--- config.mk ---
export PLATFORM = sky130hd
export DESIGN_NAME = ssd_spi_port
export DESIGN_NICKNAME = d
export VERILOG_FILES = /design/src/ssd_pkg.sv /design/src/ssd_spi_port.sv
export SDC_FILE = /design/constraint.sdc
export NUM_CORES = 1
export LEC_CHECK = 0
export BUFFER_PORTS_ARGS = -buffer_cell sky130_fd_sc_hd__buf_2
export CAP_MARGIN = 30
export CORE_MARGIN = 2
export CORE_UTILIZATION = 55
export DETAILED_ROUTE_END_ITERATION = 8
export GPL_ROUTABILITY_DRIVEN = 1
export PLACE_DENSITY = 0.88
export SYNTH_ARGS = -nofsm -noshare
export SYNTH_HDL_FRONTEND = slang
export SYNTH_SLANG_ARGS = --single-unit
--- constraint.sdc ---
create_clock -name ref_clk_i -period 4.01 [get_ports ref_clk_i]
set_clock_uncertainty 0.2 [all_clocks]
set_input_delay 0.2005 -clock ref_clk_i [delete_from_list [all_inputs] [get_ports ref_clk_i]]
set_output_delay 0.2005 -clock ref_clk_i [all_outputs]
set_load 0.02 [all_outputs]
--- src/ssd_pkg.sv ---
package ssd_pkg;

    // Printed register indexes; the APB byte address is four times the index.
    localparam logic [15:0] IDX_CTRL  = 16'h2540;
    localparam logic [15:0] IDX_STAT  = 16'h2541;
    localparam logic [15:0] IDX_DATA  = 16'h2542;
    localparam logic [15:0] IDX_EXT   = 16'h2543;
    localparam logic [15:0] ADDR_CTRL = {IDX_CTRL[13:0], 2'b00};
    localparam logic [15:0] ADDR_STAT = {IDX_STAT[13:0], 2'b00};
    localparam logic [15:0] ADDR_DATA = {IDX_DATA[13:0], 2'b00};
    localparam logic [15:0] ADDR_EXT  = {IDX_EXT[13:0], 2'b00};

    // Control register fields and reset value.
    localparam int unsigned CTRL_IRQ_EN = 7;
    localparam int unsigned CTRL_EN     = 6;
    localparam int unsigned CTRL_CONTROLLER_SELECT   = 4;
    localparam int unsigned CTRL_CLOCK_IDLE_LEVEL   = 3;
    localparam int unsigned CTRL_CLOCK_SAMPLE_PHASE   = 2;
    localparam logic [7:0]  CTRL_RST    = 8'h10;
    localparam logic [7:0]  CTRL_WMASK  = 8'hDF;

    // Status register fields.
    localparam int unsigned STAT_DONE = 7;
    localparam int unsigned STAT_WRITE_COLLISION_FLAG = 6;
    localparam int unsigned STAT_TXF  = 3;
    localparam int unsigned STAT_TXE  = 2;
    localparam int unsigned STAT_RXF  = 1;
    localparam int unsigned STAT_RXE  = 0;

    // Extended register fields and reset values.
    localparam int unsigned EXT_IRQ_BYTE_COUNT_HI = 7;
    localparam int unsigned EXT_IRQ_BYTE_COUNT_LO = 6;
    localparam logic [1:0]  IRQ_BYTE_COUNT_RST    = 2'h0;
    localparam logic [1:0]  RATE_SELECT_HIGH_RST    = 2'h2;

    // Half of each SCK divisor, indexed by the 4-bit selector; reserved codes run slowest.
    localparam int unsigned HALF_W = 12;
    localparam logic [15:0][HALF_W-1:0] HALF_TBL = {
        12'h800, 12'h800, 12'h800, 12'h800, 12'h800, 12'h400, 12'h200, 12'h100,
        12'h080, 12'h040, 12'h008, 12'h020, 12'h010, 12'h004, 12'h800, 12'h800};

    // Shifter counts: sixteen SCK edges make one byte.
    localparam logic [3:0] LAST_EDGE    = 4'hF;
    localparam logic [4:0] TOG_PER_BYTE = 5'h10;
    localparam int unsigned BUF_DEPTH   = 2;

    typedef enum logic {ST_IDLE, ST_SHIFT} ssd_state_e;

endpackage

--- src/ssd_spi_port.sv ---
// How it works
// - Transfer-done flag sets at byte end and holds until software clears it.
// - Writing the data buffer while the transmit queue is full sets write collision.
// - Status bit 3 shows the transmit queue full; resets low.
// - Status bit 2 shows the transmit queue empty; reads one after reset.
// - Status bit 1 shows the receive queue full; resets low.
// - Status bit 0 shows the receive queue empty; reads one after reset.
// - One data address: writes queue a byte, reads return a received byte.
// - Extended bits 7:6 hold the byte count field, reset zero.
// - In counted transfers the done flag sets again after every byte.
// - Divider selector is extended rate bits above control rate bits.
// - Selectors 0010 to 1011 divide by 8,32,64,16,128,256,512,1024,2048,4096.
// - Divider applies in master mode only; slaves take SCK from outside.
// - Idle SCK rests at the clock idle level bit.
// - Equal idle level and phase: change on falling, capture on rising; else opposite.
// - A slave with no queued byte exchanges nothing when clocked.
`timescale 1ns/1ns

module ssd_fifo #(
    parameter int unsigned WIDTH = 8,
    parameter int unsigned DEPTH = 2
) (
    input  wire logic             ref_clk_i,
    input  wire logic             srst_i,
    input  wire logic             in_valid_i,
    output logic                  in_ready_o,
    input  wire logic [WIDTH-1:0] in_data_i,
    output logic                  out_valid_o,
    input  wire logic             out_ready_i,
    output logic [WIDTH-1:0]      out_data_o
);
    localparam int unsigned PW = (DEPTH > 1) ? $clog2(DEPTH) : 1;
    localparam int unsigned CW = $clog2(DEPTH + 1);

    typedef struct packed {
        logic [DEPTH-1:0][WIDTH-1:0] mem;
        logic [PW-1:0]               wp;
        logic [PW-1:0]               rp;
        logic [CW-1:0]               cnt;
    } ssd_fifo_s;

    ssd_fifo_s fifo_reg, fifo_next;
    logic      push, pop;

    // Full and empty come from the count, so neither side can overrun.
    assign in_ready_o  = (fifo_reg.cnt != CW'(DEPTH));
    assign out_valid_o = (fifo_reg.cnt != '0);
    assign out_data_o  = fifo_reg.mem[fifo_reg.rp];
    assign push        = in_valid_i & in_ready_o;
    assign pop         = out_ready_i & out_valid_o;

    // Pointers wrap explicitly so depths that are not powers of two work.
    always_comb begin
        fifo_next = fifo_reg;
        if (push) begin
            fifo_next.mem[fifo_reg.wp] = in_data_i;
            fifo_next.wp = (fifo_reg.wp == PW'(DEPTH - 1)) ? '0 : fifo_reg.wp + 1'b1;
        end
        if (pop) begin
            fifo_next.rp = (fifo_reg.rp == PW'(DEPTH - 1)) ? '0 : fifo_reg.rp + 1'b1;
        end
        fifo_next.cnt = fifo_reg.cnt + CW'(push) - CW'(pop);
    end

    // State register.
    always_ff @(posedge ref_clk_i) begin
        if (srst_i) begin
            fifo_reg <= '0;
        end else begin
            fifo_reg <= fifo_next;
        end
    end
endmodule

module ssd_spi_port (
    // Clock and reset.
    input  wire logic        ref_clk_i,
    input  wire logic        srst_i,
    // APB slave.
    input  wire logic        psel_i,
    input  wire logic        penable_i,
    input  wire logic        pwrite_i,
    input  wire logic [15:0] paddr_i,
    input  wire logic [31:0] pwdata_i,
    output logic      [31:0] prdata_o,
    output logic             pready_o,
    output logic             pslverr_o,
    // SPI pins.
    input  wire logic        sck_i,
    output logic             sck_o,
    output logic             sck_oe_n_o,
    input  wire logic        sdi_i,
    output logic             sdo_o,
    output logic             sdo_oe_n_o,
    input  wire logic        ss_n_i
);
    typedef struct packed {
        logic [7:0]                    ctrl;
        logic [1:0]                    irq_byte_count;
        logic [1:0]                    rate_select_high;
        logic                          done;
        logic                          write_collision_flag;
        ssd_pkg::ssd_state_e           state;
        logic [7:0]                    sh;
        logic [3:0]                    edges;
        logic [ssd_pkg::HALF_W-1:0]    div_cnt;
        logic                          sck;
        logic                          sck_prev;
        logic                          sdo;
        logic                          sck_oe_n;
        logic                          sdo_oe_n;
        logic [31:0]                   prdata;
        logic                          pready;
        logic                          pslverr;
        logic [ssd_pkg::HALF_W-1:0]    h_since;
        logic [4:0]                    h_tog;
    } ssd_top_s;
    ssd_top_s                   r, nx;
    logic                       acc_first, acc_done, wr_data, rd_data;
    logic                       hit_ctrl, hit_stat, hit_data, hit_ext;
    logic                       master, clock_idle_level, clock_sample_phase, tick, ev, sample, byte_end, load;
    logic [3:0]                 sel;
    logic [ssd_pkg::HALF_W-1:0] half_w;
    logic                       tx_valid, tx_ready, rx_valid, rx_ready;
    logic [7:0]                 tx_data, rx_data, rx_in, stat_w;
    logic                       tx_full_w, tx_empty_w, rx_full_w, rx_empty_w;

    // APB decode; a transfer gets one wait state so read data comes from a flop.
    assign acc_first = psel_i & penable_i & ~r.pready;
    assign acc_done  = psel_i & penable_i & r.pready;
    assign hit_ctrl  = (paddr_i == ssd_pkg::ADDR_CTRL);
    assign hit_stat  = (paddr_i == ssd_pkg::ADDR_STAT);
    assign hit_data  = (paddr_i == ssd_pkg::ADDR_DATA);
    assign hit_ext   = (paddr_i == ssd_pkg::ADDR_EXT);
    assign wr_data   = acc_done & pwrite_i & hit_data;
    assign rd_data   = acc_done & ~pwrite_i & hit_data;

    // Mode and rate selection.
    assign master = r.ctrl[ssd_pkg::CTRL_CONTROLLER_SELECT];
    assign clock_idle_level   = r.ctrl[ssd_pkg::CTRL_CLOCK_IDLE_LEVEL];
    assign clock_sample_phase   = r.ctrl[ssd_pkg::CTRL_CLOCK_SAMPLE_PHASE];
    assign sel    = {r.rate_select_high, r.ctrl[1:0]};
    assign half_w = ssd_pkg::HALF_TBL[sel];

    // Bit timing: edges count from zero, even ones lead; the slave follows SCK only.
    assign tick     = master & (r.state == ssd_pkg::ST_SHIFT) & (r.div_cnt == half_w - 1'b1);
    assign ev       = tick | (~master & ~ss_n_i & (r.state == ssd_pkg::ST_SHIFT)
                              & (sck_i != r.sck_prev));
    assign sample   = ~r.edges[0] ^ clock_sample_phase;
    assign byte_end = ev & (r.edges == ssd_pkg::LAST_EDGE);
    assign load     = r.ctrl[ssd_pkg::CTRL_EN] & (r.state == ssd_pkg::ST_IDLE)
                      & tx_valid & rx_ready;
    assign rx_in    = clock_sample_phase ? {r.sh[6:0], sdi_i} : r.sh;

    // Queue flags.
    assign tx_full_w  = ~tx_ready;
    assign tx_empty_w = ~tx_valid;
    assign rx_full_w  = ~rx_ready;
    assign rx_empty_w = ~rx_valid;
    assign stat_w     = {r.done, r.write_collision_flag, 2'b00, tx_full_w, tx_empty_w, rx_full_w, rx_empty_w};

    // Transmit queue; a full queue refuses the byte and raises the collision flag.
    ssd_fifo #(.WIDTH(8), .DEPTH(ssd_pkg::BUF_DEPTH)) u_tx_queue (
        .ref_clk_i   (ref_clk_i),
        .srst_i      (srst_i),
        .in_valid_i  (wr_data),
        .in_ready_o  (tx_ready),
        .in_data_i   (pwdata_i[7:0]),
        .out_valid_o (tx_valid),
        .out_ready_i (load),
        .out_data_o  (tx_data)
    );

    // Receive queue; when it is full no new byte starts, so no reply is lost.
    ssd_fifo #(.WIDTH(8), .DEPTH(ssd_pkg::BUF_DEPTH)) u_rx_queue (
        .ref_clk_i   (ref_clk_i),
        .srst_i      (srst_i),
        .in_valid_i  (byte_end),
        .in_ready_o  (rx_ready),
        .in_data_i   (rx_in),
        .out_valid_o (rx_valid),
        .out_ready_i (rd_data),
        .out_data_o  (rx_data)
    );

    // Next-state logic for registers, bus answer and shifter.
    always_comb begin
        nx          = r;
        nx.sck_prev = sck_i;
        nx.pready   = acc_first;
        nx.pslverr  = acc_first & ~(hit_ctrl | hit_stat | hit_data | hit_ext);
        if (acc_first & ~pwrite_i) begin
            nx.prdata = '0;
            if (hit_ctrl) nx.prdata[7:0] = r.ctrl;
            if (hit_stat) nx.prdata[7:0] = stat_w;
            if (hit_data) nx.prdata[7:0] = rx_data;
            if (hit_ext) nx.prdata[7:0] = {r.irq_byte_count, 4'h0, r.rate_select_high};
        end
        if (acc_done & pwrite_i & hit_ctrl) begin
            nx.ctrl = pwdata_i[7:0] & ssd_pkg::CTRL_WMASK;
        end
        if (acc_done & pwrite_i & hit_ext) begin
            nx.irq_byte_count = pwdata_i[ssd_pkg::EXT_IRQ_BYTE_COUNT_HI:ssd_pkg::EXT_IRQ_BYTE_COUNT_LO];
            nx.rate_select_high = pwdata_i[1:0];
        end
        // Writing zero clears a flag, but a new event in the same cycle wins.
        if (acc_done & pwrite_i & hit_stat) begin
            nx.done = r.done & pwdata_i[ssd_pkg::STAT_DONE];
            nx.write_collision_flag = r.write_collision_flag & pwdata_i[ssd_pkg::STAT_WRITE_COLLISION_FLAG];
        end
        if (wr_data & tx_full_w) nx.write_collision_flag = 1'b1;
        if (byte_end) nx.done = 1'b1;
        // Shifter.
        case (r.state)
            ssd_pkg::ST_IDLE: begin
                nx.sck     = clock_idle_level;
                nx.div_cnt = '0;
                if (load) begin
                    nx.sh    = tx_data;
                    nx.sdo   = tx_data[7];
                    nx.edges = '0;
                    nx.state = ssd_pkg::ST_SHIFT;
                end
            end
            ssd_pkg::ST_SHIFT: begin
                nx.div_cnt = tick ? '0 : r.div_cnt + 1'b1;
                if (ev) begin
                    nx.edges = r.edges + 4'h1;
                    if (master) nx.sck = ~r.sck;
                    if (sample) nx.sh = {r.sh[6:0], sdi_i};
                    else nx.sdo = r.sh[7];
                end
                if (byte_end) nx.state = ssd_pkg::ST_IDLE;
            end
            default: nx.state = ssd_pkg::ST_IDLE;
        endcase
        // Pin enables; a slave drives data only while selected.
        nx.sck_oe_n = ~(r.ctrl[ssd_pkg::CTRL_EN] & master);
        nx.sdo_oe_n = ~(r.ctrl[ssd_pkg::CTRL_EN] & (master | ~ss_n_i));
        // Helpers watched only by the checks below.
        nx.h_since = (nx.sck != r.sck) ? '0 : r.h_since + 1'b1;
        if (load) nx.h_tog = '0;
        else if (nx.sck != r.sck) nx.h_tog = r.h_tog + 5'h01;
    end

    // State register; reset leaves the port as a master that is switched off.
    always_ff @(posedge ref_clk_i) begin
        if (srst_i) begin
            r          <= '0;
            r.ctrl     <= ssd_pkg::CTRL_RST;
            r.irq_byte_count     <= ssd_pkg::IRQ_BYTE_COUNT_RST;
            r.rate_select_high     <= ssd_pkg::RATE_SELECT_HIGH_RST;
            r.state    <= ssd_pkg::ST_IDLE;
            r.sck_oe_n <= 1'b1;
            r.sdo_oe_n <= 1'b1;
        end else begin
            r <= nx;
        end
    end

    assign prdata_o   = r.prdata;
    assign pready_o   = r.pready;
    assign pslverr_o  = r.pslverr;
    assign sck_o      = r.sck;
    assign sck_oe_n_o = r.sck_oe_n;
    assign sdo_o      = r.sdo;
    assign sdo_oe_n_o = r.sdo_oe_n;
endmodule

**Word-level counts from Yosys, hierarchy flattened**

Memory sizes are Yosys's and may differ from the RTL's.
Cells that the tools add are included.

- Add/subtract/negate cells: 11
- Equal/unequal tests: 14
- Reductions and logical operators: 10
- Magnitude comparators: 7
- Bitwise gates (word level): 50
- Mux-type cells: 35

Operators by type and width:

| operator | number |
|---|---|
| $mux 8 | 12 |
| $eq 16x16->1 const B | 4 |
| $pmux 26 s2 | 1 |
| $mux 12 | 3 |
| $bwmux 16 | 2 |
| $and 1x1->1 | 30 |
| $demux 8 s1 | 2 |
| $not 1->1 | 14 |
| $mux 13 | 1 |
| $add 12x1->12 const B | 1 |
| $eq 12x12->1 | 1 |
| $mux 1 | 12 |
| $sub 12x1->12 const B | 1 |
| $lt 1x2->1 const B | 4 |
| $ne 2x1->1 const B | 4 |
| $reduce_bool 2->1 | 4 |
| $ne 2x2->1 const B | 3 |
| $reduce_and 3->1 | 2 |
| $lt 4x5->1 const B | 1 |
| $or 1x1->1 | 5 |
| $add 1x1->1 const B | 4 |
| $add 2x1->2 | 2 |
| $add 4x1->4 const B | 1 |
| $eq 4x4->1 const B | 1 |
| 8 further kinds | 12 |

- Memories kept: 1
- Bits in registers: 93
- Bits in read-only memories: 192
- Logic and storage cells: 155

Memories:

| memory | depth | width | read ports | clocked after memory_dff | write ports | RTL line | source |
|---|---|---|---|---|---|---|---|
| (name not given) | 16 | 12 | 1 | 0 | 0 | ssd_spi_port.sv:143 | `assign half_w = ssd_pkg::HALF_TBL[sel];` |

**Depth between registers and ports, before layout**

Gate-level depths: netlist (run 1).

- Depth after elaboration: 10
- Depth in mapped cells: 16
- Gate-level depth less buffers: 14

**By module**

From an unflattened synthesis (run 1), not the netlist that was laid out.

- Cells, all modules: 579
- Area total of the unflattened synthesis: 5166.2 µm²

Modules (own cells, without submodules):

| module | cells an instance | area each (µm²) | times used | seq. area each (µm²) |
|---|---|---|---|---|
| ssd_spi_port | 373 | 3208.1 | 1 | 1061.0 |
| ssd_fifo (u_tx_queue) | 103 | 979.7 | 1 | 400.4 |
| ssd_fifo (u_rx_queue) | 103 | 978.4 | 1 | 400.4 |

**Worst setup path before layout (run 1)**

Ideal clock, no wire load.

- Kind: register -> register
- Start point: register r[84] (netlist bit)
- End point: register u_rx_queue.fifo_reg[1] (netlist bit)
- Required time: 3682 ps
- Path slack: 678 ps
- Clock period less this slack: 3332 ps
- Setup time: 128 ps
- Arrival: 3004 ps
- Cell stages (with the launch flop): 16
- Path through: dfxtp_1 > buf_2 > nand3b_1 > ha_1 > clkbuf_1 > xnor2_1 > xnor2_1 > nor3_1 > o2111ai_1 > nor3_1 > o21ai_0 > nor2_1 > ha_1 > xor2_1 > xnor2_1 > nor2_1

- Longest elaborated chain between the ends: 10

Ends and longest elaborated chain:

| element | RTL line | source |
|---|---|---|
| start, declared | ssd_spi_port.sv:118 | `ssd_top_s r, nx;` |
| start signal, assigned | ssd_spi_port.sv:257 | `r <= nx;` |
| $mem_v2 16x12 | n/a |  |
| $mux 12 (not written as such) | ssd_spi_port.sv:143 |  |
| $sub 12x1->12 | ssd_spi_port.sv:146 | `assign tick = master & (r.state == ssd_pkg::ST_SHIFT) & (r.div_cnt == half_w - 1'b1);` |
| $eq 12x12->1 | ssd_spi_port.sv:146 |  |
| $and 1x1->1 | ssd_spi_port.sv:146 |  |
| $or 1x1->1 | ssd_spi_port.sv:147 | `assign ev = tick \| (~master & ~ss_n_i & (r.state == ssd_pkg::ST_SHIFT)` |
| $and 1x1->1 | ssd_spi_port.sv:150 | `assign byte_end = ev & (r.edges == ssd_pkg::LAST_EDGE);` |
| $and 1x1->1 | ssd_spi_port.sv:49 | `assign push = in_valid_i & in_ready_o;` |
| $add 2x1->2 | ssd_spi_port.sv:62 | `fifo_next.cnt = fifo_reg.cnt + CW'(push) - CW'(pop);` |
| $sub 2x1->2 | ssd_spi_port.sv:62 |  |
| end signal, assigned | ssd_spi_port.sv:70 | `fifo_reg <= fifo_next;` |
| end, declared | ssd_spi_port.sv:42 | `ssd_fifo_s fifo_reg, fifo_next;` |

Every way passes these cells. The select of a mux whose other input is x is not followed.
A chain may end at the register's enable or synchronous reset.

**Final worst setup path (run 1)**

- Start point: register r[87] (netlist bit)
- End point: register u_rx_queue.fifo_reg[1] (netlist bit)

Same word-level chain as after synthesis.

==> results.tsv, run 1 <==
metric	value	unit
syn_area_per_cell	8.65	sq um
CTS tree	built	
Pleak	2.17	nW
sum of negative setup slack	0	ns
# setup viols final	0	
die width	97.5	um
Synth Instances	556	
Net Sw Power	0.405	mW
Cell Area, Synth	4810	sq um
Worst VDD drop	0.186	mV
Core Area	8590	sq um
Filler cells	705	
vias in the first global route	4012	
via/cell ratio	5.87	
unrepaired setup endpoints after global routing	no	
number of I/O pins	94	
First DRT Iteration DRCs	343	
Tot GR Track Use	24.1	%
Final Total Pwr	1.78	mW
max FFs per register	36	
top cells by count, synth	dfxtp_1 (93), nor2_1 (69), mux2i_1 (46), inv_1 (38), nand2_1 (35)	
#FFs+latches synth	93	
initial antenna violation count	0	
total CTS buffers	9	
DR pass1 iterations	5	
top cells by area, synth	dfxtp_1 (39%), mux2i_1 (9.6%), nor2_1 (5.4%)	
post-synthesis mux area share	10.3	%
post-synthesis compound-gate area fraction	14.7	%
cell taking the most area after synthesis	dfxtp_1	
IO buf count	45	
Sw Share	22.7	%
Int Pwr	1.38	mW
DIE HEIGHT	97.5	um
Worst slew margin	32.9	%
period utilization	93.7	%
top-count cell post-synth	dfxtp_1	
Setup crit end kind	register	
max frequency	266	MHz
final worst slack	0.253	ns
total clock sinks	93	
# diodes	0	
Slew @ Worst Pin	0.999	ns
Yosys cell types	53	
post-route ant nets	0	
worst hold path type	input port to register	
Final HPWL DP	8100	um
layout overhead on the synthesized area	11.1	%
post-route minimum period	3.76	ns
largest family of logic cells by synthesized area	simple AND/OR/NAND/NOR gates	
die area	9510	sq um
post-synthesis xor/xnor area fraction	4.91	%
later-pin clock latency in the skew report	0.37	ns
DRC violations left	0	
Max clock buf depth	2	
share of cells above drive strength 1	13.5	%
Post-synth EDFFs	0	
first-pass GRT wire length	18800	um
CTS root buf	clkbuf_8	
H-tree levels	3	
Comb pwr share	5.2	%
Reg area	1860	sq um
total gr overflow	0	
Ys Warns	0	
gpl congestion	1.02	
post-synthesis adder-cell area fraction	1.82	%
multi-input logic area	2520	sq um
Clk pwr share	42.7	%
fin. max-slew vios	0	
ys flop type	dfxtp_1	
Post CTS Setup Buffer Count	0	
startpoint types	register	
Yosys top cell area share	38.7	%
final wirelength	11400	um
post-synthesis simple-gate area fraction	18.7	%
DR WL/cell	16.1	um
Critical Path RT	4.04	ns
final hold violation count	0	
Rows	34	
pre-CTS setup slack	0.0605	ns
CP Max Fanout	10	
fin util	62.2	%
Fin Hold WS	0.0752	ns
Reg clk slew, reported paths	0.09	ns
part of the power in registers	52.1	%
Crit Path Category	register to register	
Max Cap Viol	0	
largest net degree at the start of global routing	68	
outcome	finished clean	
vias	4162	
Power Dens Cells	334	nW/um^2
critical path data arrival time	3.79	ns
Initial Util	56.0	%
ys async rst share	0	%
Final nets	660	
sequential cell area fraction in the yosys report	38.7	%
cell type report:
class,count,area share (%)
Multi-Input combinational cell,386,47.2
Sequential cell,93,34.8
Clock inverter,6,2.22
Clock buffer,9,2.32
Timing Repair Buffer,69,8.19
Inverter,38,2.67
Tap cell,108,2.53
kinds of logic after synthesis:
| group | after synthesis |
|---|---|
| AND/OR/NAND/NOR | 186 |
| buffers and inverters | 100 |
| AO/OA/AOI/OAI | 93 |
| flip-flops | 93 |
| multiplexers | 49 |
| XOR/XNOR | 27 |
| adder cells (fa/ha/maj) | 7 |
| other | 1 |
power by group through the flow:
stage	registers [mW]	clock network [mW]	logic, mW
global route	0.931	0.800	0.0988
finish	0.930	0.761	0.0921
CTS	0.930	0.767	0.0904
detailed placement	0.952	0	0.0806
global placement	0.951	0	0.0788
floorplan	0.952	0	0.0723
placed cells by master (no fill, tap or decap), types with 4 or more instances in the layout:
cell | netlist | layout
nor2b_1 | 12 | 12
xor2_1 | 14 | 14
nand2_1 | 35 | 35
nand4_1 | 5 | 5
dlygate4sd3_1 | 0 | 13
nor2_1 | 69 | 69
o211a_1 | 7 | 7
o21ai_0 | 13 | 13
ha_1 | 7 | 7
nor3_1 | 11 | 10
dfxtp_1 | 93 | 93
or3_1 | 6 | 6
buf_4 | 33 | 11
clkbuf_8 | 0 | 9
nand3_1 | 21 | 21
xnor2_1 | 13 | 13
a221oi_1 | 27 | 27
a211oi_1 | 6 | 6
conb_1 | 1 | 24
a22oi_1 | 7 | 7
buf_2 | 2 | 45
a21oi_1 | 11 | 11
and3_1 | 7 | 7
mux2i_1 | 46 | 46
inv_1 | 38 | 38
o21a_1 | 4 | 4
through the flow:
step | instances | instance area, sq um
floorplan | 579 | 4900
global placement | 681 | 4970
detailed placement | 681 | 4970
CTS | 709 | 5340
global route | 709 | 5350
finish | 709 | 5350
critical path, cell delays in order (launching register included):
cell and delay (ns):
dfxtp_1 0.53, nor2b_1 0.25, nand3b_1 0.11, ha_1 0.32, xnor2_1 0.18, xnor2_1 0.14, nor3_1 0.18, o2111ai_1 0.21
nor3_2 0.52, o21ai_0 0.25, nor2_1 0.16, ha_1 0.18, xor2_1 0.20, xnor2_1 0.14, nor2_1 0.05
timing repair:
item / 4_1_cts / 5_1_grt
gates resized for setup: 0 / 1
hold endpoints to repair: 34 / 0
endpoints found under the setup margin: 0 / 12
hold buffers: 13 / 0
routing by layer:
metal | wire length (um) | track usage (%) | vias to the layer above
li1 | - | - | 1971
met1 | 4680 | 29.1 | 1968
met2 | 5590 | 41.7 | 188
met3 | 722 | 4.96 | 35
met4 | 391 | 10.1 | 0
met5 | 0 | 0 | -
path summary, 6_finish.rpt:
path                                  to  slack (ns)  depth (start not counted)                    from
setup reg to reg  u_rx_queue.fifo_reg[1]        0.25                         14                   r[87]
setup / recovery  u_rx_queue.fifo_reg[1]        0.25                         14                   r[87]
hold reg to reg   u_rx_queue.fifo_reg[4]        0.27                          2  u_rx_queue.fifo_reg[4]
hold / removal                     r[72]        0.08                          3                   sdi_i
Power figures use the tool's default switching activity.
==> inputs of run 2 (changes only) <==
--- a/config.mk
+++ b/config.mk
@@ -11,7 +11,7 @@
 export CORE_UTILIZATION = 55
 export DETAILED_ROUTE_END_ITERATION = 8
 export GPL_ROUTABILITY_DRIVEN = 1
-export PLACE_DENSITY = 0.88
+export PLACE_DENSITY_LB_ADDON = 0.05
 export SYNTH_ARGS = -nofsm -noshare
 export SYNTH_HDL_FRONTEND = slang
 export SYNTH_SLANG_ARGS = --single-unit
==> results.tsv, run 2 (same netlist as run 1, synthesis figures left out) <==
metric	value	unit	change
Tot GR Track Use	23.5	%	-0.64 points
Worst slew margin	31.9	%	-0.96 points
post-route minimum period	3.63	ns	-0.130 ns
DR pass1 iterations	4		-1
Critical Path RT	4.08	ns	+0.04 ns
# placed instances	682		+0.15%
CP startpoint	r[83]		
Post CTS Setup Buffer Count	0		unchanged
total CTS buffers	9		unchanged
GRT met2 Usage	38.8	%	-2.9 points
outcome	finished clean		
DR WL/cell	15.5	um	-3.4%
Slew @ Worst Pin	1.01	ns	+0.0143 ns
# diodes	0		unchanged
Pleak	2.16	nW	-0.41%
startpoint types	register		
Worst path most repeated cell	xnor2_1		
CTS tree	built		
Final Total Pwr	1.70	mW	-4.8%
period utilization	90.5	%	-3.2 points
slowest stage delay, CP	0.59	ns	+0.06 ns
Max clock buf depth	2		unchanged
gpl congestion	0.839		-18%
largest net degree at the start of global routing	77		+13%
Global Route met1 Usage	31.4	%	+2.3 points
final wirelength	11000	um	-3.2%
# setup viols final	0		unchanged
Final HPWL DP	7920	um	-2.3%
hold buffer count at CTS	13		unchanged
fin. max-slew vios	0		unchanged
first-pass GRT wire length	18200	um	-2.9%
die width	97.5	um	unchanged
busiest grt layer	met2		
DRC violations left	0		unchanged
Power Dens Cells	319	nW/um^2	-4.4%
Setup crit end kind	register		
CTS-repair resized insts	0		unchanged
worst reg2reg path startpoint	r[83]		
Crit-path slowest cell	dfxtp_1		
Final nets	661		+0.15%
unrepaired setup endpoints after global routing	no		
hold path startpoint	paddr_i[9]		
critical path data arrival time	3.70	ns	-0.09 ns
post-route ant nets	0		unchanged
IO buf count	45		unchanged
sum of negative setup slack	0	ns	unchanged
via/cell ratio	5.56		-5.3%
most common cell after layout, fill and taps aside	dfxtp_1		
most frequent cells in the layout	dfxtp_1 (93), nor2_1 (69), mux2i_1 (46)		
total clock sinks	93		unchanged
number of I/O pins	94		unchanged
H-tree levels	3		unchanged
share of cells above drive strength 1	13.6	%	+0.12 points
die area	9510	sq um	unchanged
later-pin clock latency in the skew report	0.36	ns	about the same
vias	3954		-5.0%
Worst VDD drop	0.190	mV	+2.0%
Max Cap Viol	0		unchanged
First DRT Iteration DRCs	167		-51%
routing usage on met3	4.96	%	unchanged
DIE HEIGHT	97.5	um	unchanged
Finished Layout Cells	711		+0.28%
Crit Path Category	register to register		
max frequency	276	MHz	+3.6%
Reg clk slew, reported paths	0.10	ns	about the same
Core Area	8590	sq um	unchanged
CP Max Fanout	13		+3
Rows	34		unchanged
layout overhead on the synthesized area	10.6	%	
worst hold path type	input port to register		
final hold violation count	0		unchanged
crit path cell chain	nor2_1 > nand3b_1 > ha_1 > xnor2_1 > xnor2_1 > nor3_1 > o2111ai_1 > or3_1 > a2111o_1 > a221oi_1		
vias in the first global route	3737		-6.9%
total gr overflow	0		unchanged
CTS root buf	clkbuf_8		
initial antenna violation count	0		unchanged
Initial Util	56.0	%	unchanged
max FFs per register	36		unchanged
-- run 2: cell types whose count changed in the layout (fill, tap and decap cells not counted) --
cell        change
bufinv_16       -2
clkbuf_8        +2
buf_4           +1
clkinv_4        +1
clkinvlp_4      +1
inv_6           -1
nor3_1          +1
nor3_2          -1
-- run 2: per-layer routing --
| metal | vias up | wire [um] |
|---|---|---|
| met3 | 15 | 573 |
| met2 | 111 | 5190 |
| met5 | - | 0 |
| met1 | 1856 | 5070 |
| li1 | 1972 | - |
| met4 | 0 | 197 |
-- run 2: report_power, final --
group / switching, mW / internal, mW / total, mW
registers: 0.00230 / 0.927 / 0.930
logic: 0.0599 / 0.0311 / 0.0911
clock network: 0.348 / 0.330 / 0.678
total: 0.410 / 1.29 / 1.70
-- run 2: final timing paths --
check / slack [ns] / to / depth (start not counted)
max reg2reg: 0.38 / u_rx_queue.fifo_reg[13] / 10
min reg2reg: 0.27 / u_rx_queue.fifo_reg[15] / 2
min: 0.03 / pslverr_o / 4
max: 0.38 / u_rx_queue.fifo_reg[13] / 10
-- run 2: metrics by stage --
stage | utilization, % | instance area, sq um | worst slack, ns | hold WS (ns)
after floorplan | - | 4900 | 0.678 | 0.129
after global placement | 57.9 | 4970 | 0.472 | 0.239
after detailed placement | 57.9 | 4970 | 0.386 | 0.254
after CTS | 61.9 | 5320 | 0.370 | 0.0367
after global routing | 61.9 | 5320 | 0.0734 | 0.0634
final | 61.9 | 5320 | 0.383 | 0.0328
-- run 2: final cells by class --
| type | count | area (sq um) |
|---|---|---|
| Fill cell | 794 | 3270 |
| Multi-Input combinational cell | 386 | 2520 |
| Sequential cell | 93 | 1860 |
| Timing Repair Buffer | 70 | 445 |
| Clock buffer | 11 | 151 |
| Inverter | 38 | 143 |
| Tap cell | 108 | 135 |
| Clock inverter | 5 | 66.3 |
-- run 2: critical path: cells and delay by family (launching register included) --
family / cells / cell delay, ns
compound gates: 3 / 1.13
xor+xnor: 2 / 0.28
simple gates: 4 / 0.94
fa+ha+maj: 1 / 0.38
flops: 1 / 0.59
